## src/inc/fae_params.svh

```systemverilog
// Constants for the flash access error checker.
`ifndef FAE_PARAMS_SVH
`define FAE_PARAMS_SVH
`define FAE_LIMIT_32K        16'h7fff
`define FAE_LIMIT_64K        16'hfbff
`define FAE_ADDR_CTRL        32'h0000_0000
`define FAE_ADDR_SRC         32'h0000_0004
`define FAE_ADDR_STAT        32'h0000_0008
`define FAE_ADDR_MASK        32'h0000_000c
`define FAE_ADDR_ERRADR      32'h0000_0010
`define FAE_SRC_FERR_BIT     6
`define FAE_SRC_EXT_BIT      0
`define FAE_SRC_OTHER_BIT    1
`define FAE_CTRL_RESET       8'h00
`define FAE_PULSE_CYCLES     8'h10
`define FAE_NUM_CAUSES       5
`endif

```

## src/inc/fae_pkg.sv

```systemverilog
// Types shared by the flash access error checker files.
package fae_pkg;
    typedef enum logic [2:0] {
        FAE_K_WRITE  = 3'b000,
        FAE_K_ERASE  = 3'b001,
        FAE_K_READ   = 3'b010,
        FAE_K_FETCH  = 3'b011,
        FAE_K_NONE   = 3'b111
    } fae_kind_e;
    typedef enum logic [1:0] {
        FAE_ST_RUN   = 2'b00,
        FAE_ST_RESET = 2'b01
    } fae_state_e;
endpackage

```

## src/inc/fae_chk_if.sv

```systemverilog
// Access check request and verdict between the top and the checker.
`timescale 1ns/10ps
interface fae_chk_if;
    import fae_pkg::*;
    logic        valid;
    fae_kind_e   kind;
    logic [15:0] addr;
    logic        big_flash;
    logic        program_store_write_enable;
    logic        restrict_rd;
    logic        restrict_wr;
    logic        vmon_en;
    logic [4:0]  cause;
    modport top (output valid, kind, addr, big_flash, program_store_write_enable, restrict_rd, restrict_wr, vmon_en, input cause);
    modport chk (input valid, kind, addr, big_flash, program_store_write_enable, restrict_rd, restrict_wr, vmon_en, output cause);
endinterface

```

## src/rtl/fae_checker.sv

```systemverilog
// Combinational legality check of one flash access.
`timescale 1ns/10ps
`include "fae_params.svh"
module fae_checker
    import fae_pkg::*;
(
    fae_chk_if.chk c
);
    logic [15:0] limit;
    logic        is_wr;
    logic        is_rd;
    always_comb begin
        limit = c.big_flash ? `FAE_LIMIT_64K : `FAE_LIMIT_32K;
        is_wr = (c.kind == FAE_K_WRITE) || (c.kind == FAE_K_ERASE);
        is_rd = (c.kind == FAE_K_READ);
        c.cause    = '0;
        if (c.valid) begin
            c.cause[0] = is_wr && c.program_store_write_enable && (c.addr > limit); // RULE_02
            c.cause[1] = is_rd && (c.addr > limit); // RULE_03
            c.cause[2] = (c.kind == FAE_K_FETCH) && (c.addr > limit); // RULE_04
            c.cause[3] = (is_rd && c.restrict_rd) || (is_wr && c.restrict_wr); // RULE_05
            c.cause[4] = is_wr && !c.vmon_en; // RULE_06
        end
    end
endmodule

```

## src/rtl/fae_top.sv

```systemverilog
// Flash access error reset generator with AHB-Lite register slave.
//
// Function
// [RULE_01] Illegal flash read, write, erase or fetch address raises a system reset.
// [RULE_02] Enabled store write above user code limit raises the error reset.
// [RULE_03] Code space read above user code limit raises the error reset.
// [RULE_04] Fetch from branch target above user code limit raises the error reset.
// [RULE_05] Access forbidden by flash security raises the error reset.
// [RULE_06] Flash write or erase with supply monitor off raises the error reset.
// [RULE_07] Flash error flag, bit 6 of reset source register, set after error reset.
// [RULE_08] Error reset is internal only and never touches the external reset pin.
// [RULE_09] Flash error flag cleared by any reset from another cause; here only by one seen in FAE_ST_RUN with no error in that cycle.
//
// The implementer's own choices: the address map and register access over AHB-Lite.
`timescale 1ns/10ps
`include "fae_params.svh"
module fae_top
    import fae_pkg::*;
(
    input  wire logic        i_core_clk,
    input  wire logic        i_rstn,
    input  wire logic        i_acc_valid,
    input  wire fae_kind_e   i_acc_kind,
    input  wire logic [15:0] i_acc_addr,
    input  wire logic        i_big_flash,
    input  wire logic        i_restrict_rd,
    input  wire logic        i_restrict_wr,
    input  wire logic        i_vmon_en,
    input  wire logic        i_ext_rst_seen,
    input  wire logic        i_other_rst_seen,
    input  wire logic        i_hsel,
    input  wire logic [31:0] i_haddr,
    input  wire logic [1:0]  i_htrans,
    input  wire logic        i_hwrite,
    input  wire logic [2:0]  i_hsize,
    input  wire logic [31:0] i_hwdata,
    input  wire logic        i_hready,
    output logic [31:0]      o_hrdata,
    output logic             o_hreadyout,
    output logic             o_hresp,
    output logic             o_acc_block,
    output logic             o_sys_reset,
    output logic             o_irq
);
    // ------------------------------------------------------------
    // State
    // ------------------------------------------------------------
    typedef struct packed {
        fae_state_e  st;
        logic [7:0]  cnt;
        logic        program_store_write_enable;
        logic [7:0]  src;
        logic [4:0]  stat;
        logic [4:0]  mask;
        logic [15:0] err_addr;
        logic        ph_wr;
        logic [4:0]  ph_addr;
        logic [31:0] rdata;
    } fae_state_s;

    fae_state_s s_r;
    fae_state_s s_nxt;

    fae_chk_if chk ();

    assign chk.valid       = i_acc_valid && (s_r.st == FAE_ST_RUN);
    assign chk.kind        = i_acc_kind;
    assign chk.addr        = i_acc_addr;
    assign chk.big_flash   = i_big_flash;
    assign chk.program_store_write_enable        = s_r.program_store_write_enable;
    assign chk.restrict_rd = i_restrict_rd;
    assign chk.restrict_wr = i_restrict_wr;
    assign chk.vmon_en     = i_vmon_en;

    fae_checker u_chk (
        .c (chk)
    );

    logic       err;
    logic       take;
    logic [31:0] rd_mux;

    // ------------------------------------------------------------
    // Next state
    // ------------------------------------------------------------
    always_comb begin
        s_nxt = s_r;
        err   = |chk.cause; // RULE_01
        take  = i_hsel && i_hready && i_htrans[1];
        rd_mux = 32'h0000_0000;
        s_nxt.ph_wr = 1'b0;
        if (s_r.ph_wr) begin
            case ({s_r.ph_addr, 2'b00})
                7'(`FAE_ADDR_CTRL): s_nxt.program_store_write_enable = i_hwdata[0];
                7'(`FAE_ADDR_MASK): s_nxt.mask = i_hwdata[4:0];
                default: ;
            endcase
        end
        // Read data is latched at the address phase so it stands through the data phase.
        // It uses the next-state copy so that a read right behind a write sees the new value.
        unique case ({i_haddr[6:2], 2'b00})
            7'(`FAE_ADDR_CTRL):   rd_mux = {31'h0, s_nxt.program_store_write_enable};
            7'(`FAE_ADDR_SRC):    rd_mux = {24'h0, s_r.src};
            7'(`FAE_ADDR_STAT):   rd_mux = {27'h0, s_r.stat};
            7'(`FAE_ADDR_MASK):   rd_mux = {27'h0, s_nxt.mask};
            7'(`FAE_ADDR_ERRADR): rd_mux = {16'h0, s_r.err_addr};
            default:              rd_mux = 32'h0000_0000;
        endcase
        if (take) begin
            s_nxt.ph_wr   = i_hwrite;
            s_nxt.ph_addr = i_haddr[6:2];
            if (!i_hwrite) begin
                s_nxt.rdata = rd_mux;
                if ({i_haddr[6:2], 2'b00} == 7'(`FAE_ADDR_STAT)) begin
                    s_nxt.stat = '0;
                end
            end
        end
        // A cause in the same cycle as the clearing read still sets its bit.
        s_nxt.stat = s_nxt.stat | chk.cause;
        case (s_r.st)
            FAE_ST_RUN: begin
                if (err) begin
                    s_nxt.st       = FAE_ST_RESET;
                    s_nxt.cnt      = `FAE_PULSE_CYCLES;
                    s_nxt.err_addr = i_acc_addr;
                    s_nxt.src      = 8'h00;
                    s_nxt.src[`FAE_SRC_FERR_BIT] = 1'b1; // RULE_07
                    s_nxt.program_store_write_enable     = 1'b0;
                end else if (i_ext_rst_seen || i_other_rst_seen) begin
                    s_nxt.src = 8'h00; // RULE_09
                    s_nxt.src[`FAE_SRC_EXT_BIT]   = i_ext_rst_seen;
                    s_nxt.src[`FAE_SRC_OTHER_BIT] = i_other_rst_seen && !i_ext_rst_seen;
                    s_nxt.program_store_write_enable = 1'b0;
                end
            end
            FAE_ST_RESET: begin
                s_nxt.cnt = s_r.cnt - 8'h01;
                if (s_r.cnt == 8'h01) begin
                    s_nxt.st = FAE_ST_RUN;
                end
            end
            default: s_nxt.st = FAE_ST_RUN;
        endcase
    end

    // ------------------------------------------------------------
    // Registers
    // ------------------------------------------------------------
    always_ff @(posedge i_core_clk or negedge i_rstn) begin
        if (!i_rstn) begin
            s_r <= '0;
        end else begin
            s_r <= s_nxt;
        end
    end

    // The reset goes only to internal logic; no pin output exists.
    assign o_sys_reset = (s_r.st == FAE_ST_RESET); // RULE_08
    assign o_acc_block = err; // RULE_01
    assign o_irq       = |(s_r.stat & s_r.mask);
    assign o_hrdata    = s_r.rdata;
    assign o_hreadyout = 1'b1;
    assign o_hresp     = 1'b0;
endmodule

```

## config.mk

```make
export PLATFORM = sky130hd
export DESIGN_NAME = fae_top
export DESIGN_NICKNAME = d
export VERILOG_FILES = /design/src/inc/fae_pkg.sv /design/src/inc/fae_chk_if.sv /design/src/rtl/fae_checker.sv /design/src/rtl/fae_top.sv
export VERILOG_INCLUDE_DIRS = /design/src /design/src/inc
export SDC_FILE = /design/constraint.sdc
export NUM_CORES = 1
export LEC_CHECK = 0
export ABC_AREA = 1
export BUFFER_PORTS_ARGS = -buffer_cell sky130_fd_sc_hd__buf_4
export CAP_MARGIN = 20
export CORE_MARGIN = 10
export CORE_UTILIZATION = 30
export DETAILED_ROUTE_END_ITERATION = 10
export GPL_TIMING_DRIVEN = 1
export PLACE_DENSITY = 0.56
export SYNTH_ARGS = -nofsm -noshare
export SYNTH_HDL_FRONTEND = slang
export SYNTH_SLANG_ARGS = --single-unit
```

## constraint.sdc

```tcl
create_clock -name i_core_clk -period 3.8 [get_ports i_core_clk]
set_input_delay 0.76 -clock i_core_clk [delete_from_list [all_inputs] [get_ports i_core_clk]]
set_output_delay 0.76 -clock i_core_clk [all_outputs]
set_load 0.02 [all_outputs]
```

# ---- Yosys cells after proc, flatten, opt, wreduce, memory -nomap -nowiden
# Index checks and enable logic that the tools add are counted.
dict set report totals {
  in_bits 100
  output_inout_bits 37
  reg_bits 83
  wordCells 75
}
dict set report op_classes {
  n_eq_ne 12
  mux 19
  bitwise_logic 3
  n_lt_le_gt_ge 1
  n_reduce_logical 29
  add_sub_neg 1
}
# cell count
set op_table {}
lappend op_table {{$pmux W16 S5} 1}
lappend op_table {{$mux W38} 1}
lappend op_table {{$mux W32} 1}
lappend op_table {{$mux W5} 6}
lappend op_table {{$mux W9} 3}
lappend op_table {{$gt A16 B16 Y1} 1}
lappend op_table {{$mux W16} 1}
lappend op_table {{$pmux W8 S2} 1}
lappend op_table {{$eq A5 B2 Y1 const B} 3}
lappend op_table {{$logic_and A1 B1 Y1} 11}
lappend op_table {{$logic_not A5 Y1} 2}
lappend op_table {{$mux W10} 1}
lappend op_table {{$reduce_and A2 Y1} 5}
lappend op_table {{$reduce_or A5 Y1} 2}
lappend op_table {{$eq A8 B1 Y1 const B} 1}
lappend op_table {{$sub A8 B1 Y8 const B} 1}
lappend op_table {{$eq A3 B2 Y1 const B} 2}
lappend op_table {{$and A5 B5 Y5} 1}
lappend op_table {{$eq A5 B1 Y1 const B} 1}
lappend op_table {{$eq A5 B3 Y1 const B} 1}
lappend op_table {{$or A5 B5 Y5} 1}
lappend op_table {{$pmux W2 S2} 1}
lappend op_table {{$reduce_bool A2 Y1} 2}
lappend op_table {{$eq A3 B1 Y1 const B} 1}
lappend op_table {{10 further kinds} 14}

# ---- Logic depth before layout (Yosys ltp)
dict set report depth {
  ltp_word 8
  depth_mapped 14
  ltp_nobuf 13
}

# ---- Cells and area by module
# From an unflattened synthesis, not the netlist that was laid out.
dict set report hier_totals {
  hier_cells 390
  area_unflattened_um2 3296.9
}
# mod cells_per_inst area_per_inst_um2 n_inst seq_area_each_um2
set by_module_without_submodules {}
lappend by_module_without_submodules {fae_top 354 3123.0 1 1526.5}
lappend by_module_without_submodules {fae_checker 36 173.9 1 0.0}

# ---- Worst setup path after synthesis
# Ideal clock, no wire load.
dict set report synth_path {
  path_type {input to output}
  from {in i_big_flash}
  to {out o_acc_block}
  t_arrival_ps 1978
  t_required_ps 3040
  path_slack_ps 1062
  n_path_buf 1
  stages 9
  path_cell_list {inv_1 ha_1 nand2_1 nor2_1 a21oi_1 nor2_1 o21ai_4 nand2_4 buf_6}
}
dict set report synth_between {
  elab_chain_len 5
  elab_cells_between_ends 7
  cone_classes {1 x order compare; 2 x mux; 4 x reduce/logical}
}
# item line_no
set synth_lines {}
lappend synth_lines {{start, declared} fae_top.sv:25} ;# input wire logic i_big_flash,
lappend synth_lines {{$mux W16 (no source line) *} --}
lappend synth_lines {{$gt A16 B16 Y1 *} {fae_checker.sv:18, fae_checker.sv:19, fae_checker.sv:20}}
lappend synth_lines {{$logic_and A1 B1 Y1, on equally long branches} {fae_checker.sv:18, fae_checker.sv:19, fae_checker.sv:20}}
lappend synth_lines {{$mux W5 *} fae_checker.sv:17} ;# if (c.valid) begin
lappend synth_lines {{$reduce_or A5 Y1 *} fae_top.sv:88} ;# err = |chk.cause;
lappend synth_lines {{end, declared} fae_top.sv:41} ;# output logic o_acc_block,
# Every way passes the cells marked *; elsewhere a longest branch is shown, timed or not.

# ---- Worst setup path in the final report
dict set report layout_path {
  from {in i_acc_addr[15]}
  to {out o_acc_block}
}
dict set report layout_between {
  elab_chain_len 4
  elab_cells_between_ends 6
  cone_classes {1 x order compare; 1 x mux; 4 x reduce/logical}
}
# item line_no
set layout_lines {}
lappend layout_lines {{start, declared} fae_top.sv:24} ;# input wire logic [15:0] i_acc_addr,
lappend layout_lines {{$gt A16 B16 Y1 *} {fae_checker.sv:18, fae_checker.sv:19, fae_checker.sv:20}}
lappend layout_lines {{$logic_and A1 B1 Y1, on equally long branches} {fae_checker.sv:18, fae_checker.sv:19, fae_checker.sv:20}}
lappend layout_lines {{$mux W5 *} fae_checker.sv:17}
lappend layout_lines {{$reduce_or A5 Y1 *} fae_top.sv:88}
# Marks and branches as above.

==> metrics <==
Synth Area in Simple Gates 30.4%; CTS buffer count 9; Max Cap Viol 0; RSZ-0062 raised after global routing false; postcts setup bufs 0; clk sinks 61; Slew headroom 48.3%; Pins Over Slew Limit 0; GRT Residual Overflow 0; CP cell instances buf_4, ha_1, nand2_1, nor2_1, a21oi_1, nor2_1, o21ai_4, nand2_4, buf_4; crit path DAT 2.48 ns; post-synthesis sequential area ratio 46.9%; WL met3 679 um; Post-route DRC 0; Hold/Removal Path Class reg2reg; Hold Buf Count CTS 0; compound-gate portion of the synthesized area 5.80%; initial antenna violation count 0; clock edge transition at the registers on the reported setup and hold paths 0.06 ns; Critical Path End Type output port; wire per inst 13.2 um; Hold Fails Final Rpt 0; worst-path fanout max 23; met2 wire len 3.73 mm; Crit path max-delay family simple AND/OR/NAND/NOR gates; Total GRT Usage 10.6%; slowest stage delay, CP 0.32 ns; Layout Area Growth over Synthesis 17.5%; CP max stage cell nor2_1; Synth Register Bits 61; WP buf/inv 2; total negative slack 0 ns; pwr dens 514 mW/mm2; worst-margin pin slew 0.776 ns; post-synthesis cell count 414; H-tree levels 3; share of cells above drive strength 1 20.0%; final critical delay including setup and external delays 3.24 ns; DR vias 2598; pin count of the biggest net entering global routing 62; Post-Syn Area 0.00326 mm2; first-pass GRT wire length 13.0 mm; yosys warns 0; Chip Width 124 um; final setup fails 0; static leakage 2.11 nW; antenna fix cells 0; total die area 0.0154 mm2; clk_skew 0.00859 ns; clk root buf clkbuf_8; largest family of logic cells by synthesized area simple AND/OR/NAND/NOR gates; worst setup path category in2out; NumNets Final 566; ANT nets after route 0; routability cong. 0.829; outcome finished, final reports clean; # placed instances 587; post-synthesis adder-cell area fraction 1.54%; effective utilization at floorplan 31.1%; DR pass1 iterations 4; Top-Level Pins 137; CTS tree done; via/cell ratio 4.32; final wirelength 7.95 mm; Worst EP required 3.04 ns; fin crit share 85.3%; maximum clock path buffer count 2; row cnt 37; uppermost layer routed met4; Yosys cell types 35; Peak Freq 309 MHz; vias in the first global route 2707; PortBufs 60; VDD IR max 172 uV; Avg Cell Area, Syn 7.87 um2; post-DP HPWL 6.06 mm; CTS-repair resized insts 0; core area 0.0105 mm2; Clk Latency, worst-skew pair 0.34 ns; multiplexer area fraction after synthesis 0.692%; DR iter-0 viols 201; wl on met1 3.47 mm; fin cells 602; Post-Synth XOR/XNOR Area 0%; Die Y 124 um; Worst setup SP type input port
==> routing by layer <==
metal | GRT usage (%) | up-vias
met5 | 0 | -
met4 | 2.59 | 0
met3 | 5.07 | 7
met2 | 17.2 | 51
met1 | 12.4 | 1200
li1 | - | 1340
==> cell usage in the layout, fill, tap and decap left out, drive strengths merged, types with 3 or more instances in the layout <==
cell type,netlist,layout
nand4,9,9
ha,4,4
clkbuf,4,14
nand3,26,26
nand2,154,154
o21ai,17,17
nor3,5,5
o21bai,3,3
inv,41,41
a21oi,5,5
conb,2,18
dfrtp,61,61
buf,37,62
nor2,34,34
==> stage by stage <==
step	hold WS [ns]	power, W	utilization [%]	cell area (um2)	setup WS [ns]
2_1_floorplan	0.442	0.00131	-	3320	1.06
4_1_cts	0.476	0.00199	36.6	3830	0.514
5_1_grt	0.501	0.00212	36.6	3830	0.321
3_5_place_dp	0.460	0.00145	34.9	3650	0.521
6_report	0.473	0.00197	36.6	3830	0.559
3_3_place_gp	0.457	0.00143	34.9	3650	0.534
==> Yosys cell counts, drive strengths merged <==
library cell	n	area, um2
o21ai	17	96.4
nand3	26	135
nand4	9	56.3
a22o	1	8.76
o211ai	1	7.51
nand2	154	593
or2	1	6.26
nand3b	1	7.51
ha	4	50.1
nor3b	1	7.51
o22ai	1	6.26
nor3	5	30.0
o31ai	1	7.51
mux2	2	22.5
buf	37	289
clkbuf	4	15.0
dfrtp	61	1530
o21a	1	7.51
nor2	34	148
inv	41	159
nor4	1	6.26
o21bai	3	30.0
clkinv	1	8.76
conb	2	7.51
a21oi	5	25.0
==> cell families (layout without fill, tap and decap cells) <==
family | Yosys count | in the layout
AO/OA/AOI/OAI | 30 | 30
adder cells (fa/ha/maj) | 4 | 4
buffers and inverters | 83 | 119
flip-flops | 61 | 61
multiplexers | 2 | 2
other | 2 | 18
AND/OR/NAND/NOR | 232 | 232
==> tightest hold or removal path, delay by kind of cell, from the launching register on <==
kind             cells  cell delay (ns)
and+or+nand+nor      2             0.09
DFF                  1             0.34
==> power breakdown <==
part | internal [W] | switching (W)
clock | 0.000286 | 0.000247
combinational | 0.000197 | 0.000282
sequential | 0.000831 | 0.000122
total | 0.00132 | 0.000651
==> area by class of cell <==
cell class                      count  area (um2)
Tap cell                          136         170
Clock inverter                      1        5.00
Sequential cell                    61        1530
Timing Repair Buffer               62         465
Fill cell                        1148        6640
Multi-Input combinational cell    286        1320
Clock buffer                       14         173
Inverter                           42         168
==> worst paths after layout <==
| kind | from | endpoint | slack [ns] | cells past startpoint |
|---|---|---|---|---|
| min in group asynchronous | i_rstn | s_r[37]$_DFF_PN0_ | 0.50 | 1 |
| worst min register to register | s_r[40]$_DFFE_PN0P_ | s_r[40]$_DFFE_PN0P_ | 0.47 | 2 |
| max in group asynchronous | i_rstn | o_hrdata[4]$_DFFE_PN0P_ | 2.79 | 1 |
| worst max register to register | s_r[81]$_DFFE_PN0P_ | s_r[80]$_DFFE_PN0P_ | 1.85 | 8 |
| worst min-delay path | s_r[40]$_DFFE_PN0P_ | s_r[40]$_DFFE_PN0P_ | 0.47 | 2 |
| worst max-delay path | i_acc_addr[15] | o_acc_block | 0.56 | 9 |
==> flip-flops by register name (all words and copies together), names as in the netlist <==
register and flops:
o_hrdata 16, chk.program_store_write_enable 1, s_r 44
Note: power is estimated with default switching activity, not from simulation.
